[src/pmsr_regs.vh]
// Purpose: constants for the supply status, mask and enable register bank
// Assumes: included by pmsr_top.v only
// Notes: offsets are register indices on the two-wire serial port
`ifndef PMSR_REGS_VH
`define PMSR_REGS_VH

`define PMSR_DEV_ADDR     7'h48
`define PMSR_OFS_ID       8'h00
`define PMSR_OFS_STATUS   8'h01
`define PMSR_OFS_MASK     8'h02
`define PMSR_OFS_ENABLE   8'h03
`define PMSR_MASK_RST     8'hC0
`define PMSR_ENABLE_RST   8'hFF
`define PMSR_UNMAPPED     8'hFF
`define PMSR_BIT0_CLR     8'hFE
`define PMSR_BIT_PF       7
`define PMSR_BIT_LB       6
`define PMSR_BIT_MEM      3
`define PMSR_SYNC_STAGES  2

`endif

[src/pmsr_sync.v]
// Purpose: two-flop synchroniser for a bundle of asynchronous levels
// Assumes: each bit is an independent level
// Notes: only the second stage is visible outside
`timescale 1ns/1ps
module pmsr_sync #(
  parameter W = 1
) (
  // Clock and reset
  input  wire         clk_sys,
  input  wire         srst,
  // Levels
  input  wire [W-1:0] async_in,
  output reg  [W-1:0] sync_q
);

  reg [W-1:0] meta_q;

  always @(posedge clk_sys) begin
    if (srst) begin
      meta_q <= {W{1'b0}};
      sync_q <= {W{1'b0}};
    end else begin
      meta_q <= async_in;
      sync_q <= meta_q;
    end
  end

endmodule // pmsr_sync

[src/pmsr_top.v]
// Purpose: status, mask and supply enable registers behind a two-wire serial slave
// Assumes: serial clock far slower than clk_sys; all pins asynchronous
// Notes: open-drain pins are driven low when their _oe_n is low
`timescale 1ns/1ps
`include "pmsr_regs.vh"
module pmsr_top #(
  parameter [7:0] CHIP_ID = 8'h5A  // Arbitrary identification value
) (
  // Clock and reset
  input  wire       clk_sys,
  input  wire       srst,
  input  wire       undervoltage_lockout,
  // Serial bus
  input  wire       scl_in,
  input  wire       sda_in,
  output reg        sda_out_q,
  output reg        sda_oe_n_q,
  // Interrupt pin, open drain
  output reg        int_out_q,
  output reg        int_oe_n_q,
  // Comparators, 1 = below threshold; scaling flag, 1 = active
  input  wire       power_fail_sense,
  input  wire       low_battery_sense,
  input  wire [4:0] rail_low,         // Core, system, memory buck, linear two, linear one
  input  wire       dynamic_voltage_scaling,
  // Enable pins
  input  wire       core_buck_enable_pin,
  input  wire       system_buck_enable_pin,
  input  wire       memory_buck_enable_pin,
  input  wire       linear_regs_enable_pin,
  // Supply switches
  output reg  [4:0] supply_on_q
);

  localparam [8:0] S_IDLE = 9'h001;
  localparam [8:0] S_ADDR = 9'h002;
  localparam [8:0] S_ACKA = 9'h004;
  localparam [8:0] S_REG  = 9'h008;
  localparam [8:0] S_ACKR = 9'h010;
  localparam [8:0] S_WDAT = 9'h020;
  localparam [8:0] S_ACKW = 9'h040;
  localparam [8:0] S_RDAT = 9'h080;
  localparam [8:0] S_RACK = 9'h100;

  wire [14:0] s;
  pmsr_sync #(.W(15)) u_sync (
    .clk_sys  (clk_sys),
    .srst     (srst),
    .async_in ({undervoltage_lockout, scl_in, sda_in, power_fail_sense, low_battery_sense,
                rail_low, dynamic_voltage_scaling, core_buck_enable_pin,
                system_buck_enable_pin, memory_buck_enable_pin, linear_regs_enable_pin}),
    .sync_q   (s)
  );

  wire       lkout  = s[14];
  wire       scl    = s[13];
  wire       sda    = s[12];
  wire       pf     = s[11];
  wire       lb     = s[10];
  wire [4:0] rlow   = s[9:5];
  wire       dvs    = s[4];
  wire [4:0] en_pin = {s[3], s[2], s[1], s[0], s[0]};

  reg        scl_q;
  reg        sda_q;
  reg  [8:0] state_q;
  reg  [3:0] cnt_q;
  reg  [7:0] sr_q;
  reg  [7:0] ptr_q;
  reg        rw_q;
  reg        mack_q;
  reg  [7:0] mask_q;
  reg  [4:0] ena_q;
  reg        rel_q;

  wire scl_rise = scl & ~scl_q;
  wire scl_fall = ~scl & scl_q;
  wire start_c  = scl & scl_q & sda_q & ~sda;
  wire stop_c   = scl & scl_q & ~sda_q & sda;
  wire rst_all  = srst | lkout;

  wire [4:0] on_now = ena_q & en_pin;
  reg  [4:0] rail_bits;
  always @* begin
    rail_bits = rlow & on_now;
    if (dvs) begin
      rail_bits[`PMSR_BIT_MEM-1] = 1'b0;
    end
  end
  // Live view, never stored
  wire [7:0] status = {pf, lb, rail_bits, 1'b0};

  wire fault     = |(status & ~mask_q);
  wire none_on   = ~|on_now;
  // After a master acknowledge the next byte comes from the following register
  wire [7:0] rd_ptr   = (state_q == S_RACK) ? ptr_q + 8'h01 : ptr_q;
  wire       ptr_stat = (rd_ptr == `PMSR_OFS_STATUS);

  reg [7:0] rd_data;
  always @* begin
    case (rd_ptr)
      `PMSR_OFS_ID:     rd_data = CHIP_ID;
      `PMSR_OFS_STATUS: rd_data = status;
      `PMSR_OFS_MASK:   rd_data = mask_q;
      `PMSR_OFS_ENABLE: rd_data = {2'b11, ena_q, 1'b1};
      default:          rd_data = `PMSR_UNMAPPED;
    endcase
  end

  // Serial slave
  always @(posedge clk_sys) begin
    if (srst) begin
      scl_q      <= 1'b1;
      sda_q      <= 1'b1;
      state_q    <= S_IDLE;
      cnt_q      <= 4'h0;
      sr_q       <= 8'h00;
      ptr_q      <= 8'h00;
      rw_q       <= 1'b0;
      mack_q     <= 1'b0;
      sda_oe_n_q <= 1'b1;
      sda_out_q  <= 1'b0;
    end else begin
      sda_out_q <= 1'b0;  // Open drain: only the enable moves
      scl_q <= scl;
      sda_q <= sda;
      if (stop_c) begin
        state_q    <= S_IDLE;
        sda_oe_n_q <= 1'b1;
      end else if (start_c) begin
        state_q    <= S_ADDR;
        cnt_q      <= 4'h0;
        sda_oe_n_q <= 1'b1;
      end else if (scl_rise) begin
        if (state_q == S_ADDR || state_q == S_REG || state_q == S_WDAT) begin
          sr_q  <= {sr_q[6:0], sda};
          cnt_q <= cnt_q + 4'h1;
        end else if (state_q == S_RDAT) begin
          cnt_q <= cnt_q + 4'h1;
        end else if (state_q == S_RACK) begin
          mack_q <= ~sda;
        end
      end else if (scl_fall) begin
        case (state_q)
          S_ADDR: begin
            if (cnt_q == 4'h8) begin
              cnt_q <= 4'h0;
              if (sr_q[7:1] == `PMSR_DEV_ADDR) begin
                rw_q       <= sr_q[0];
                sda_oe_n_q <= 1'b0;
                state_q    <= S_ACKA;
              end else begin
                state_q <= S_IDLE;
              end
            end
          end
          S_ACKA: begin
            cnt_q <= 4'h0;
            if (rw_q) begin
              sr_q       <= rd_data;
              sda_oe_n_q <= rd_data[7];
              state_q    <= S_RDAT;
            end else begin
              sda_oe_n_q <= 1'b1;
              state_q    <= S_REG;
            end
          end
          S_REG: begin
            if (cnt_q == 4'h8) begin
              ptr_q      <= sr_q;
              sda_oe_n_q <= 1'b0;
              state_q    <= S_ACKR;
            end
          end
          S_WDAT: begin
            if (cnt_q == 4'h8) begin
              sda_oe_n_q <= 1'b0;
              state_q    <= S_ACKW;
            end
          end
          S_ACKR, S_ACKW: begin
            if (state_q == S_ACKW) begin
              ptr_q <= ptr_q + 8'h01;
            end
            cnt_q      <= 4'h0;
            sda_oe_n_q <= 1'b1;
            state_q    <= S_WDAT;
          end
          S_RDAT: begin
            if (cnt_q == 4'h8) begin
              sda_oe_n_q <= 1'b1;
              state_q    <= S_RACK;
            end else begin
              sr_q       <= {sr_q[6:0], 1'b1};
              sda_oe_n_q <= sr_q[6];
            end
          end
          S_RACK: begin
            cnt_q <= 4'h0;
            if (mack_q) begin
              ptr_q      <= ptr_q + 8'h01;
              sr_q       <= rd_data;
              sda_oe_n_q <= rd_data[7];
              state_q    <= S_RDAT;
            end else begin
              state_q <= S_IDLE;  // Master ended the read; leave the line high
            end
          end
          S_IDLE: begin
            sda_oe_n_q <= 1'b1;
          end
          default: begin
            state_q    <= S_IDLE;
            sda_oe_n_q <= 1'b1;
          end
        endcase
      end
    end
  end

  // Byte write strobe: end of the eighth write data bit, as the acknowledge starts
  wire wr_stb = scl_fall & ~stop_c & ~start_c & (state_q == S_WDAT) & (cnt_q == 4'h8);
  // Status byte loaded for shifting out
  wire rd_stat = scl_fall & ~stop_c & ~start_c & rw_q & ptr_stat &
                 ((state_q == S_ACKA) | ((state_q == S_RACK) & mack_q));

  wire [7:0] ena_rst = `PMSR_ENABLE_RST;

  // Registers
  always @(posedge clk_sys) begin
    if (rst_all) begin
      mask_q <= `PMSR_MASK_RST;
      ena_q  <= ena_rst[5:1];
    end else begin
      if (wr_stb && ptr_q == `PMSR_OFS_MASK) begin
        mask_q <= sr_q & `PMSR_BIT0_CLR;
      end
      if (wr_stb && ptr_q == `PMSR_OFS_ENABLE) begin
        ena_q <= sr_q[5:1] | ~en_pin;
      end else begin
        ena_q <= ena_q | ~en_pin;
      end
    end
  end

  // Interrupt pin and supply switches
  always @(posedge clk_sys) begin
    if (rst_all) begin
      rel_q       <= 1'b0;
      int_out_q   <= 1'b0;
      int_oe_n_q  <= 1'b0;
      supply_on_q <= 5'h00;
    end else begin
      if (rd_stat && fault) begin
        rel_q <= 1'b1;
      end else if (!fault) begin
        rel_q <= 1'b0;
      end
      int_out_q   <= 1'b0;
      int_oe_n_q  <= ~(none_on | (fault & ~rel_q));
      supply_on_q <= on_now;
    end
  end

endmodule // pmsr_top
[config.mk]
export PLATFORM = sky130hd
export DESIGN_NAME = pmsr_top
export DESIGN_NICKNAME = d
export VERILOG_FILES = /design/src/pmsr_sync.v /design/src/pmsr_top.v
export VERILOG_INCLUDE_DIRS = /design/src
export SDC_FILE = /design/constraint.sdc
export NUM_CORES = 1
export LEC_CHECK = 0
export ABC_AREA = 1
export BUFFER_PORTS_ARGS = -buffer_cell sky130_fd_sc_hd__buf_2
export CAP_MARGIN = 25
export CORE_MARGIN = 10
export CORE_UTILIZATION = 40
export DETAILED_ROUTE_END_ITERATION = 16
export GPL_ROUTABILITY_DRIVEN = 0
export SYNTH_ARGS = -nofsm -noshare
export SYNTH_HDL_FRONTEND = slang
export SYNTH_HIERARCHICAL = 1
export SYNTH_SLANG_ARGS = --single-unit
[constraint.sdc]
create_clock -name clk_sys -period 2.3 [get_ports clk_sys]
set_input_delay 0.115 -clock clk_sys [delete_from_list [all_inputs] [get_ports clk_sys]]
set_output_delay 0.115 -clock clk_sys [all_outputs]
set_load 0.1 [all_outputs]
# Word-level counts from Yosys, hierarchy flattened

Index checks and enable logic that the tools add are counted.

Add/sub/neg operators: 2
Equality and inequality tests: 37
Multiplexer cells: 42
Bitwise logic cells: 38
Reductions and logical operators: 28

Operator list:

| kind                 | number |
|---|---|
| $mux W8              | 12 |
| $pmux W9 S8          | 1 |
| $pmux W8 S3          | 2 |
| $mux W9              | 4 |
| $eq A8 B2 Y1 const B | 4 |
| $pmux W8 S4          | 1 |
| $mux W4              | 6 |
| $reduce_and A7 Y1    | 3 |
| $ne A2 B1 Y1 const B | 9 |
| $and A1 B1 Y1        | 16 |
| $reduce_and A8 Y1    | 2 |
| $ne A3 B2 Y1 const B | 4 |
| $not A1 Y1           | 12 |
| $reduce_and A6 Y1    | 2 |
| $and A5 B5 Y5        | 2 |
| $or A5 B5 Y5         | 2 |
| $eq A9 B1 Y1 const B | 1 |
| $eq A9 B2 Y1 const B | 1 |
| $eq A9 B3 Y1 const B | 1 |
| $eq A9 B4 Y1 const B | 1 |
| $eq A9 B5 Y1 const B | 1 |
| $eq A9 B6 Y1 const B | 1 |
| $eq A9 B7 Y1 const B | 1 |
| $eq A9 B8 Y1 const B | 1 |
| 33 further kinds     | 57 |

Register bits after elaboration: 83

# Logic depth before layout (Yosys ltp)

Gate-level depths: netlist of the first run.

Word-level depth: 11
Mapped depth: 16
Gate-level depth less buffers: 15

# Hierarchy

The synthesis of the first run kept the hierarchy.

By module, submodules not included:

| module    | times used | cells each | area an instance (µm²) |
|---|---|---|---|
| pmsr_top  | 1          | 510        | 3271.9 |
| pmsr_sync | 1          | 93         | 859.6 |

# Worst setup path before layout of the first run

OpenSTA, ideal clock, no wires.

Path type: register to register
Start point: register ptr_q[1]
End point: register sda_oe_n_q
Arrival time: 1.668 ns
Required time: 2.183 ns
Path slack: 0.515 ns
Stages on the path, launching flop included: 14
Buffers on the path: 1
Clock period less this slack: 1.785 ns
Cell sequence: dfxtp_1 ha_1 nand3_1 o21ai_0 nand2_1 nor2_1 nand2_1 nand2_2 buf_6 o211ai_2 o21ai_1 nand2_1 nand2_1 nand2_1

Word-level cells in the longest chain between the ends: 6
Elaborated cells between the ends (all ways): 10
Those cells by class: add/sub (1); eq/ne (3); mux (5); reduce/logical (1)

RTL lines:

| item                                       | RTL line                       | text |
|---|---|---|
| from (decl)                                | pmsr_top.v:69                  | `reg [7:0] ptr_q;` |
| from (signal assigned)                     | pmsr_top.v:170                 | `ptr_q <= sr_q;` |
| from (signal assigned)                     | pmsr_top.v:183                 | `ptr_q <= ptr_q + 8'h01;` |
| from (signal assigned)                     | pmsr_top.v:201                 | `ptr_q <= ptr_q + 8'h01;` |
| $add A8 B1 Y8                              | pmsr_top.v:96                  | `wire [7:0] rd_ptr = (state_q == S_RACK) ? ptr_q + 8'h01 : ptr_q;` |
| $mux W8 *                                  | pmsr_top.v:96                  |  |
| $eq A8 B2 Y1, or another cell as far along | pmsr_top.v:101                 | `case (rd_ptr)` |
| $pmux W8 S4 *                              | pmsr_top.v:101                 |  |
| $mux W1, on equally long branches          | pmsr_top.v:200, pmsr_top.v:159 |  |
| $pmux W1 S5 *                              | pmsr_top.v:144                 | `case (state_q)` |
| to (signal assigned)                       | pmsr_top.v:161                 | `sda_oe_n_q <= rd_data[7];` |
| to (signal assigned)                       | pmsr_top.v:195                 | `sda_oe_n_q <= sr_q[6];` |
| to (signal assigned)                       | pmsr_top.v:203                 | `sda_oe_n_q <= rd_data[7];` |
| to (decl)                                  | pmsr_top.v:17                  | `output reg sda_oe_n_q,` |

Mark *: on every way between the ends. The rest lies on a longest branch, timed or not. The select of a mux whose other input is x is not followed.
A chain may end at the register's enable or synchronous reset.

# Final worst setup path of the first run

Start point: register state_q[5]
End point: register cnt_q[1]

Word-level cells in the longest chain between the ends: 6
Elaborated cells between the ends (all ways): 20
Those cells by class: eq/ne (10); mux (5); reduce/logical (5)

RTL lines:

| item                                                                           | RTL line                       | text |
|---|---|---|
| from (decl)                                                                    | pmsr_top.v:66                  | `reg [8:0] state_q;` |
| from (signal assigned)                                                         | pmsr_top.v:115                 | `state_q <= S_IDLE;` |
| from (signal assigned)                                                         | pmsr_top.v:128                 | `state_q <= S_IDLE;` |
| from (signal assigned)                                                         | pmsr_top.v:131                 | `state_q <= S_ADDR;` |
| $eq A9 B7 Y1, or another cell as far along                                     | pmsr_top.v:144                 |  |
| $reduce_or A4 Y1 (no source line) / $logic_or A1 B1 Y1 (equally long branches) | --                             |  |
| $pmux W4 S2 / $logic_or A1 B1 Y1 (equally long branches)                       | pmsr_top.v:144, pmsr_top.v:135 |  |
| $mux W4, on equally long branches                                              | pmsr_top.v:143, pmsr_top.v:135 |  |
| $mux W4                                                                        | pmsr_top.v:134                 | `end else if (scl_rise) begin` |
| $mux W4                                                                        | pmsr_top.v:130                 | `end else if (start_c) begin` |
| to (signal assigned)                                                           | pmsr_top.v:137                 | `cnt_q <= cnt_q + 4'h1;` |
| to (signal assigned)                                                           | pmsr_top.v:139                 | `cnt_q <= cnt_q + 4'h1;` |
| to (decl)                                                                      | pmsr_top.v:67                  | `reg [3:0] cnt_q;` |

Several ways; a longest one is shown, not always the timed one. The select of a mux whose other input is x is not followed.

==> impl_metrics.tcl, run 1 <==
set metrics [dict create \
    run_status "finished, final reports clean" \
    worst_slew_pin_slew_ns 0.763 \
    post_cts_buffers 0 \
    grt_start_max_net_pins 24 \
    slew_limit_fails 0 \
    die_height_um 122 \
    timing.hold.worst.start "srst" \
    cp_max_fo 6 \
    first_pass_iters 6 \
    fin_setup_tns_ns 0 \
    path_clk_slew_ns 0.10 \
    setup_viol 0 \
    postRouteAntennaNets 0 \
    global_route_wire_length_before_repair_mm 16.5 \
    crit_required_ns 2.54 \
    antenna_cells 0 \
    worstSetupPathType "reg2reg" \
    relSlewSlack_pct 49.0 \
    io_buffers 23 \
    detail_route.iter0.violations 302 \
    post_synth_num_cell_types 40 \
    post-route-util_pct 46.7 \
    crit-reg2reg-launch "state_q[5]" \
    internal_dissipation_mw 2.24 \
    yosys_register_bits 83 \
    cts-htree-levels 3 \
    stdcell_area_um2 4760 \
    post_dp_cell_area_um2 4400 \
    postSynthCellCount 603 \
    peakVddDrop_v 0.000356 \
    most_common_library_cell_in_the_layout_ignoring_fill_and_taps "sky130_fd_sc_hd__nand2_1" \
    power.sequential.fraction_pct 47.9 \
    most-common-layout-cells "120 x sky130_fd_sc_hd__nand2_1, 95 x sky130_fd_sc_hd__inv_1, 83 x sky130_fd_sc_hd__nor2_1" \
    finalNetCount 674 \
    core_region_area_um2 10200 \
    num_rows 37 \
    power.density_cell_area_nw_per_um2 700 \
    numCtsBuffers 9 \
    power.switching_mw 1.09 \
    share_of_the_clock_period_used_by_the_worst_path_after_layout_pct 89.8 \
    floorplan.initialDensity_pct 40.6 \
    min_delay_worst_type "in2reg" \
    synthesis.area_per_instance_um2 6.85 \
    critical_path.endpoint_type "register" \
    cts-root-to-sink-buffers 2 \
    number_of_global_route_vias_before_repair 3557 \
    floorplan.die_area_um2 14800 \
    post_route_cells_drive_above_1_share_pct 12.7 \
    p_sw_share_pct 32.6 \
    io_pins 26 \
    drc 0 \
    hold_violations 0 \
    gr-total-overflow 0 \
    wl_per_cell_um 12.6 \
    fmaxAchievable_mhz 484 \
    comb_power_share_pct 20.2 \
    syn_to_final_growth_pct 15.2 \
    detail_route.vias_per_cell 4.91 \
    insertion_delay_ns 0.36 \
    tritoncts "built" \
    yosys_warnings 6 \
    power.share.clock_pct 31.9 \
    fp.dieW_um 122 \
    final.setup_skew_ns 0.0199 \
    track_usage_pct 13.4 \
    detailedPlacementHpwl_mm 7.46 \
    via_count 3884 \
    worstSetupStartpointType "register" \
    timing.critical_path.from "state_q[5]" \
    register_area_share_after_synthesis_pct 40.2 \
    cts_root_buffer "sky130_fd_sc_hd__clkbuf_8" \
    syn_area_um2 4130 \
    critPathArrivalTime_ns 2.31 \
    drt-total-wl_mm 9.93 \
    grt_antenna_before_repair 0 \
    static-leakage-power_nw 2.17 \
    timing.final.crit_period_ns 2.07 \
    clock-sinks 83 \
    setup_repair_after_global_routing_missed_its_margin "false" \
    maxCapViolations 0 \
]
[registers in the layout (all words and copies together) (netlist names)]
signal / cells
u_sync/meta_q: 15
u_sync/sync_q: 15
state_q: 9
ptr_q: 8
sr_q: 8
mask_q: 7
ena_q: 5
supply_on_q: 5
cnt_q: 4
int_oe_n_q: 1
mack_q: 1
rel_q: 1
rw_q: 1
scl_q: 1
sda_oe_n_q: 1
sda_q: 1
[final timing paths]
kind                                     endpoint  slack (ns)  cells past startpoint
worst max-delay path                     cnt_q[1]        0.23                     12
worst min register to register   u_sync/sync_q[8]        0.40                      2
worst max register to register           cnt_q[1]        0.23                     12
worst min-delay path            u_sync/meta_q[13]        0.14                      2
[what timing repair did]
item | 4_1_cts | 5_1_grt
endpoints found under the setup margin | 0 | 9
gates resized for setup | 0 | 2
hold buffers | 15 | 0
endpoints found under the hold margin | 15 | 0
[cells in the mapped netlist]
cell type,count,area share (%)
sky130_fd_sc_hd__a2111oi_0,1,0.21
sky130_fd_sc_hd__a211oi_1,3,0.55
sky130_fd_sc_hd__a21oi_1,34,4.1
sky130_fd_sc_hd__a31o_1,1,0.21
sky130_fd_sc_hd__a31oi_1,2,0.30
sky130_fd_sc_hd__and3_4,1,0.27
sky130_fd_sc_hd__buf_2,1,0.12
sky130_fd_sc_hd__buf_4,5,0.91
sky130_fd_sc_hd__buf_6,4,1.1
sky130_fd_sc_hd__clkbuf_1,5,0.45
sky130_fd_sc_hd__clkinv_1,1,0.091
sky130_fd_sc_hd__conb_1,1,0.091
sky130_fd_sc_hd__dfxtp_1,83,40
sky130_fd_sc_hd__ha_1,7,2.1
sky130_fd_sc_hd__inv_1,95,8.6
sky130_fd_sc_hd__inv_2,5,0.45
sky130_fd_sc_hd__nand2_1,120,11
sky130_fd_sc_hd__nand2_2,8,1.2
sky130_fd_sc_hd__nand3_1,43,5.2
sky130_fd_sc_hd__nand3_2,1,0.24
sky130_fd_sc_hd__nand3b_1,2,0.36
sky130_fd_sc_hd__nand4_1,5,0.76
sky130_fd_sc_hd__nand4_2,1,0.30
sky130_fd_sc_hd__nor2_1,83,7.5
sky130_fd_sc_hd__nor2_2,8,1.2
sky130_fd_sc_hd__nor2_4,3,0.82
sky130_fd_sc_hd__nor3_1,11,1.3
sky130_fd_sc_hd__nor3_2,2,0.48
sky130_fd_sc_hd__nor3b_1,1,0.18
sky130_fd_sc_hd__nor4_1,4,0.61
sky130_fd_sc_hd__o2111ai_1,8,1.7
sky130_fd_sc_hd__o211ai_1,2,0.36
sky130_fd_sc_hd__o211ai_2,1,0.30
sky130_fd_sc_hd__o21ai_0,34,4.1
sky130_fd_sc_hd__o21ai_1,9,1.1
sky130_fd_sc_hd__o21ai_2,1,0.21
sky130_fd_sc_hd__o21bai_1,3,0.55
sky130_fd_sc_hd__o221ai_1,1,0.21
sky130_fd_sc_hd__o22ai_1,2,0.30
sky130_fd_sc_hd__or2_1,1,0.15
[routing by layer]
| metal | vias to the layer above | part of all wire, % | global-route usage, % | wire length, um |
|---|---|---|---|---|
| met5 | - | 0 | 0 | 0 |
| met3 | 8 | 4.9 | 2.82 | 482 |
| met2 | 93 | 45 | 21.1 | 4470 |
| met4 | 0 | 0.93 | 3.80 | 92 |
| met1 | 1759 | 49 | 17.9 | 4890 |
| li1 | 2024 | - | - | - |
[cell families after synthesis]
group	count (synthesis)	synth area share (%)
flops	83	40.2
other cells	1	0.0908
compound gates	102	14.2
fa+ha+maj	7	2.12
buf+inv	116	11.8
simple gates	294	31.6
[power groups by stage]
stage | logic (mW) | registers, mW | clock network (mW)
after global routing | 0.758 | 1.61 | 1.14
final | 0.671 | 1.60 | 1.06
after global placement | 0.644 | 1.63 | 0
after CTS | 0.670 | 1.60 | 1.08
after floorplan | 0.481 | 1.66 | 0
after detailed placement | 0.648 | 1.63 | 0
[worst max-delay path, stage by stage, from the launching register on]
cell and delay [ns]:
sky130_fd_sc_hd__dfxtp_1 0.35, sky130_fd_sc_hd__nor2_2 0.19, sky130_fd_sc_hd__nand2_2 0.18, sky130_fd_sc_hd__nor2_4 0.16, sky130_fd_sc_hd__nand2_2 0.11, sky130_fd_sc_hd__nand3_1 0.17
sky130_fd_sc_hd__inv_1 0.06, sky130_fd_sc_hd__nand3_1 0.06, sky130_fd_sc_hd__o21ai_1 0.09, sky130_fd_sc_hd__inv_1 0.06, sky130_fd_sc_hd__nand4_1 0.21, sky130_fd_sc_hd__o21ai_0 0.25
sky130_fd_sc_hd__nor2_1 0.07
[area by class of cell]
type | instances | area, um2
multi-input combinational | 405 | 1990
tap | 136 | 170
timing repair buffer | 50 | 355
fill | 1058 | 5430
clock buffer | 9 | 124
sequential | 83 | 1660
clock inverter | 7 | 73.8
inverter | 101 | 379
[per-stage QoR]
step / cells / total power, mW / hold slack (ns) / setup slack [ns]
6_report: 791 / 3.33 / 0.138 / 0.234
5_1_grt: 791 / 3.51 / 0.152 / 0.0380
4_1_cts: 791 / 3.35 / 0.134 / 0.137
3_5_place_dp: 760 / 2.28 / 0.321 / 0.160
3_3_place_gp: 760 / 2.27 / 0.313 / 0.216
2_1_floorplan: 604 / 2.14 / 0.184 / 0.515
Note: power is estimated with default switching activity, not from simulation.
==> run 2: changes to the inputs <==
--- a/config.mk
+++ b/config.mk
@@ -13,6 +13,7 @@
 export CORE_UTILIZATION = 40
 export DETAILED_ROUTE_END_ITERATION = 16
 export GPL_ROUTABILITY_DRIVEN = 0
+export SETUP_SLACK_MARGIN = 0.5
 export SYNTH_ARGS = -nofsm -noshare
 export SYNTH_HDL_FRONTEND = slang
 export SYNTH_HIERARCHICAL = 1
==> run 2 against run 1 <==
Non-clock buffer count grew 50. Hold slack better by 0.0013 ns. Cell count rose by 7.3%. Largest cell class unchanged. Clock power is essentially flat. Sequential power increased by 2%. Global-route usage up 0.93 points.
==> impl_metrics.tcl, run 2 (synthesis gave the netlist of run 1 again) <==
set metrics [dict create \
    run_status "finished, final reports clean" \
    floorplan.die_area_um2 14800 \
    critical_path.endpoint_type "register" \
    power.share.clock_pct 27.8 \
    cts_root_buffer "sky130_fd_sc_hd__clkbuf_8" \
    fin_setup_tns_ns 0 \
    multiInputGateArea_um2 2740 \
    die_height_um 122 \
    cts-htree-levels 3 \
    m1WireLength_mm 5.31 \
    static-leakage-power_nw 2.64 \
    comb_power_share_pct 29.4 \
    floorplan.initialDensity_pct 40.6 \
    p_sw_share_pct 35.4 \
    wl_per_cell_um 14.7 \
    power.switching_mw 1.36 \
    maxCapViolations 0 \
    post_route_cells_drive_above_1_share_pct 40.1 \
    n_fill_cell 873 \
    hold_violations 0 \
    dr_wl_met3_um 770 \
    setup_viol 0 \
    num_rows 37 \
    crit_required_ns 2.59 \
    insertion_delay_ns 0.36 \
    share_of_the_clock_period_used_by_the_worst_path_after_layout_pct 83.8 \
    relSlewSlack_pct 31.9 \
    most-common-layout-cells "86 x sky130_fd_sc_hd__nand2_1, 79 x sky130_fd_sc_hd__inv_1, 65 x sky130_fd_sc_hd__dfxtp_1" \
    power.sequential.fraction_pct 42.8 \
    worstSetupPathType "reg2reg" \
    via_count 4431 \
    worst_slew_pin_slew_ns 1.02 \
    cts-root-to-sink-buffers 2 \
    timing.final.crit_period_ns 1.93 \
    tritoncts "built" \
    min_delay_worst_type "in2reg" \
    grt_start_max_net_pins 24 \
    final.setup_skew_ns 0.0166 \
    worstSetupStartpointType "register" \
    critPathArrivalTime_ns 2.21 \
    path_clk_slew_ns 0.10 \
    drt-total-wl_mm 12.5 \
    fmaxAchievable_mhz 519 \
    global_route_wire_length_before_repair_mm 17.7 \
    detail_route.vias_per_cell 5.22 \
    power.density_cell_area_nw_per_um2 635 \
    fp.dieW_um 122 \
    track_usage_pct 14.3 \
    detailedPlacementHpwl_mm 7.46 \
    grt_antenna_before_repair 0 \
    reg.largest.list "u_sync/meta_q: 15 flops, u_sync/sync_q: 15 flops, state_q: 9 flops" \
    clock-sinks 83 \
    finalNetCount 732 \
    peakVddDrop_v 0.000358 \
    postRouteAntennaNets 0 \
    slew_limit_fails 0 \
    numCtsBuffers 9 \
    syn_to_final_growth_pct 46.3 \
    most_common_library_cell_in_the_layout_ignoring_fill_and_taps "sky130_fd_sc_hd__nand2_1" \
    io_buffers 23 \
    number_of_global_route_vias_before_repair 3827 \
    first_pass_iters 5 \
    highest-signal-layer "met4" \
    core_region_area_um2 10200 \
    fin_total_pwr_mw 3.84 \
    cp_max_fo 7 \
    antenna_cells 0 \
    io_pins 26 \
    detail_route.iter0.violations 407 \
    drc 0 \
    setup_repair_after_global_routing_missed_its_margin "true" \
    internal_dissipation_mw 2.48 \
    gr-total-overflow 0 \
    dr_wl_met2_mm 6.03 \
    final-seq-area_um2 1700 \
]
-- run 2: metrics by stage --
step	setup slack (ns)	area, um2	utilization, %	std cells	hold slack (ns)
3_5_place_dp	0.160	4400	43.2	760	0.321
6_report	0.373	6050	59.4	849	0.140
3_3_place_gp	0.216	4400	43.2	760	0.313
4_1_cts	0.448	5140	50.4	811	0.134
2_1_floorplan	0.515	4140	-	604	0.184
5_1_grt	0.272	6050	59.4	849	0.157
-- run 2: power by group through the flow --
stage	combinational, mW	clock [mW]	sequential (mW)
2_1_floorplan	0.481	0	1.66
3_3_place_gp	0.644	0	1.63
3_5_place_dp	0.648	0	1.63
4_1_cts	0.793	1.08	1.63
5_1_grt	1.22	1.14	1.66
6_report	1.13	1.07	1.64
-- run 2: worst max-delay path, cell delays in order, from the launching register on --
cell and delay [ns]:
sky130_fd_sc_hd__dfxtp_4 0.37, sky130_fd_sc_hd__nor2_4 0.18, sky130_fd_sc_hd__nand3_4 0.12, sky130_fd_sc_hd__nor2_4 0.11
sky130_fd_sc_hd__buf_6 0.15, sky130_fd_sc_hd__nand2_1 0.08, sky130_fd_sc_hd__nand2_2 0.10, sky130_fd_sc_hd__nand2_1 0.10
sky130_fd_sc_hd__nor2_4 0.17, sky130_fd_sc_hd__nand3_1 0.09, sky130_fd_sc_hd__nand2_1 0.10, sky130_fd_sc_hd__inv_1 0.06
sky130_fd_sc_hd__nand3_1 0.06, sky130_fd_sc_hd__nand2_1 0.05, sky130_fd_sc_hd__a21oi_1 0.11
-- run 2: path summary, 6_finish.rpt --
kind	cells past startpoint	endpoint	from	slack [ns]
max reg2reg	14	sr_q[1]	state_q[3]	0.37
max	14	sr_q[1]	state_q[3]	0.37
min	2	u_sync/meta_q[13]	srst	0.14
min reg2reg	2	u_sync/sync_q[13]	u_sync/meta_q[13]	0.40
-- run 2: cell type report --
| cell class | count | share of cell area, % |
|---|---|---|
| inverters | 101 | 6.83 |
| flip-flops and latches | 83 | 28.1 |
| repair buffers | 100 | 13.2 |
| clock buffers | 9 | 2.05 |
| repair inverters | 4 | 0.517 |
| multi-input cells | 409 | 45.3 |
| clock inverters | 7 | 1.22 |
| well taps | 136 | 2.81 |
-- run 2: repair_timing --
action / in CTS / in global routing
endpoints found under the hold margin: 15 / 0
setup buffers: 16 / 34
endpoints found under the setup margin: 35 / 40
gates cloned: 4 / 4
hold buffers: 15 / 0
pin swaps: 24 / 64
resized for setup: 79 / 179
-- run 2: layer usage --
metal | global-route usage [%] | vias to the layer above
li1 | - | 2153
met1 | 18.3 | 2052
met2 | 23.5 | 183
met3 | 3.05 | 43
met4 | 4.40 | 0
met5 | 0 | -
==> run 3: changes to the inputs <==
--- a/config.mk
+++ b/config.mk
@@ -6,7 +6,7 @@
 export SDC_FILE = /design/constraint.sdc
 export NUM_CORES = 1
 export LEC_CHECK = 0
-export ABC_AREA = 1
+export ABC_AREA = 0
 export BUFFER_PORTS_ARGS = -buffer_cell sky130_fd_sc_hd__buf_2
 export CAP_MARGIN = 25
 export CORE_MARGIN = 10
==> constraint.sdc (replaced) <==
create_clock -name clk_sys -period 2 [get_ports clk_sys]
set_input_delay 0.1 -clock clk_sys [delete_from_list [all_inputs] [get_ports clk_sys]]
set_output_delay 0.1 -clock clk_sys [all_outputs]
set_load 0.1 [all_outputs]
==> run 3 against run 2 <==
The flow now finishes with violations (setup timing). Sequential power is 4% higher. Non-clock buffer count is 58 higher. Via count is 3.5% higher. Combinational power is 69% lower. Maximum frequency is 12% lower. Register-to-register slack worse by 0.55 ns. Clock power is 25% higher. Cell count is 6.2% lower. Design area is 11% higher. Largest cell class unchanged. Largest power group unchanged.
==> impl_metrics.tcl, run 3 <==
set metrics [dict create \
    path_clk_slew_ns 0.10 \
    final.setup_skew_ns 0.0140 \
    detailedPlacementHpwl_mm 8.93 \
    crit_required_ns 2.26 \
    first_pass_iters 5 \
    most-common-layout-cells "90 x sky130_fd_sc_hd__buf_4, 69 x sky130_fd_sc_hd__dfxtp_1, 38 x sky130_fd_sc_hd__nor2_1" \
    pre_cts_ws_ns -0.239 \
    post_synth_num_cell_types 72 \
    postRouteAntennaNets 0 \
    numCtsBuffers 9 \
    post_synth_most_frequent_cells "83 x sky130_fd_sc_hd__dfxtp_1, 47 x sky130_fd_sc_hd__nor2_1, 38 x sky130_fd_sc_hd__nand2_1, 26 x sky130_fd_sc_hd__a21oi_1, 24 x sky130_fd_sc_hd__nor2b_2" \
    post_route_cells_drive_above_1_share_pct 48.9 \
    timing.final.crit_period_ns 2.18 \
    syn_to_final_growth_pct 53.4 \
    final.setup.worst_slack_ns -0.178 \
    io_pins 26 \
    io_buffers 23 \
    worst_slew_pin_slew_ns 0.723 \
    reg2reg_to "sr_q[7]" \
    setup_repair_after_global_routing_missed_its_margin "true" \
    worstSetupStartpointType "register" \
    postSynth.asyncResetShare_pct 0 \
    insertion_delay_ns 0.38 \
    floorplan.die_area_um2 15500 \
    slew_limit_fails 0 \
    wl_per_cell_um 18.4 \
    grt_start_max_net_pins 35 \
    tritoncts "built" \
    fmaxAchievable_mhz 459 \
    yosys_register_bits 83 \
    cts-htree-levels 3 \
    post-synth-top-count-cell "sky130_fd_sc_hd__dfxtp_1" \
    synthFlopType "sky130_fd_sc_hd__dfxtp_1" \
    relSlewSlack_pct 51.6 \
    finalNetCount 675 \
    netlist_top_cells_area "sky130_fd_sc_hd__dfxtp_1 38%, sky130_fd_sc_hd__nor2b_2 4.8%, sky130_fd_sc_hd__mux2i_1 4.1%" \
    hold_violations 0 \
    reg.largest.list "u_sync/meta_q: 15 flops, u_sync/sync_q: 15 flops, state_q: 9 flops" \
    power.density_cell_area_nw_per_um2 507 \
    critical_path.endpoint_type "register" \
    setup_viol 19 \
    cts_root_buffer "sky130_fd_sc_hd__clkbuf_8" \
    core_region_area_um2 10700 \
    min_delay_worst_type "in2reg" \
    register_area_share_after_synthesis_pct 38.1 \
    number_of_global_route_vias_before_repair 4372 \
    worst_hold_slack_ns 0.0891 \
    track_usage_pct 17.8 \
    yosys_warnings 6 \
    rrSetupSlack_ns -0.18 \
    share_of_the_clock_period_used_by_the_worst_path_after_layout_pct 109 \
    static-leakage-power_nw 2.67 \
    violations "setup timing" \
    peakVddDrop_v 0.000577 \
    cts-root-to-sink-buffers 2 \
    cp_max_fo 7 \
    fp.dieW_um 124 \
    antenna_cells 0 \
    syn_area_um2 4360 \
    num_rows 38 \
    postSynthCellCount 512 \
    clock-sinks 83 \
    critPathArrivalTime_ns 2.44 \
    netlist.area_leader.share_pct 38.1 \
    detail_route.iter0.violations 420 \
    reg2reg_path_depth 6 \
    post-place-cells 727 \
    cp-endpoint "sr_q[7]" \
    run_status "finished, violations left" \
    detail_route.vias_per_cell 5.76 \
    stdcell_count 796 \
    maxCapViolations 0 \
    floorplan.initialDensity_pct 40.6 \
    drt-total-wl_mm 14.6 \
    post-route-util_pct 62.2 \
    global_route_wire_length_before_repair_mm 23.1 \
    drc 0 \
    most_common_library_cell_in_the_layout_ignoring_fill_and_taps "sky130_fd_sc_hd__buf_4" \
    gr-total-overflow 0 \
    via_count 4588 \
    synthDominantAreaCellType "sky130_fd_sc_hd__dfxtp_1" \
    synth_edf_count 0 \
    timing.critical_path.from "state_q[0]" \
    grt_antenna_before_repair 0 \
    synthesis.area_per_instance_um2 8.51 \
    crit-reg2reg-launch "state_q[0]" \
    worstSetupPathType "reg2reg" \
    die_height_um 124 \
]
[run 3: cell count changes in the layout (fill, tap and decap cells not counted), moves of 17 or more]
cell,delta
sky130_fd_sc_hd__nor2_1,-23
sky130_fd_sc_hd__nor2_4,-17
sky130_fd_sc_hd__mux2i_1,+18
sky130_fd_sc_hd__nand2_4,-20
sky130_fd_sc_hd__nand2_2,-21
sky130_fd_sc_hd__nand2_1,-53
sky130_fd_sc_hd__buf_4,+41
sky130_fd_sc_hd__nor2b_2,+25
sky130_fd_sc_hd__inv_1,-63
[run 3: worst min path at each step]
stage	startpoint	end	cells past startpoint
floorplan	rail_low[1]	u_sync/meta_q[6]	1
global placement	linear_regs_enable_pin	u_sync/meta_q[0]	2
detailed placement	rail_low[2]	u_sync/meta_q[7]	2
CTS	srst	rw_q	2
global route	srst	u_sync/meta_q[5]	2
finish	srst	u_sync/meta_q[5]	2
[run 3: worst max-delay path, cell delays in order (launching register included)]
cell and delay (ns):
sky130_fd_sc_hd__dfxtp_2 0.35, sky130_fd_sc_hd__or4_4 0.63, sky130_fd_sc_hd__nor3_4 0.20, sky130_fd_sc_hd__a41oi_2 0.17, sky130_fd_sc_hd__or2b_4 0.34, sky130_fd_sc_hd__o32ai_2 0.28, sky130_fd_sc_hd__o21ai_1 0.10
[run 3: what timing repair did]
item	4_1_cts	5_1_grt
setup buffers	21	15
resized for setup	95	66
hold endpoints to repair	15	0
hold buffers	15	0
pin swaps	31	33
setup endpoints to repair	46	46
gates cloned	2	0
[run 3: final cells by class]
cell class              count  area, um2
flip-flops and latches     83       1700
inverters                  20       75.1
clock buffers               9        124
fillers                   882       4060
multi-input cells         379       3230
repair buffers            158       1290
well taps                 140        175
clock inverters             7       93.8
[run 3: layer usage]
metal | up-vias | wire [um] | global-route usage (%)
met4 | 0 | 314 | 5.48
met2 | 213 | 6920 | 28.1
met3 | 31 | 1090 | 4.34
met1 | 2207 | 6280 | 23.3
li1 | 2137 | - | -
met5 | - | 0 | 0
[run 3: report_power, final]
group / total (mW) / switching [mW] / internal, mW / leakage, nW
combinational: 0.353 / 0.195 / 0.158 / 1.88
sequential: 1.70 / 0.0193 / 1.68 / 0.684
clock: 1.34 / 0.726 / 0.613 / 0.107
total: 3.39 / 0.940 / 2.45 / 2.67
[run 3: kinds of logic after synthesis]
family / Yosys count / share of synthesized area, %
other cells: 1 / 0.0861
flops: 83 / 38.1
simple gates: 221 / 28.5
mux: 19 / 4.39
xor+xnor: 6 / 1.21
fa+ha+maj: 7 / 2.01
compound gates: 123 / 20.1
buf+inv: 52 / 5.60
[run 3: through the flow]
| stage | instance area [um2] | setup TNS, ns | power, mW |
|---|---|---|---|
| after floorplan | 4660 | -0.384 | 1.93 |
| after global placement | 5310 | -2.21 | 2.00 |
| after detailed placement | 5310 | -3.58 | 2.00 |
| after CTS | 6300 | -1.00 | 3.37 |
| after global routing | 6690 | -3.59 | 3.51 |
| final | 6690 | -2.02 | 3.39 |
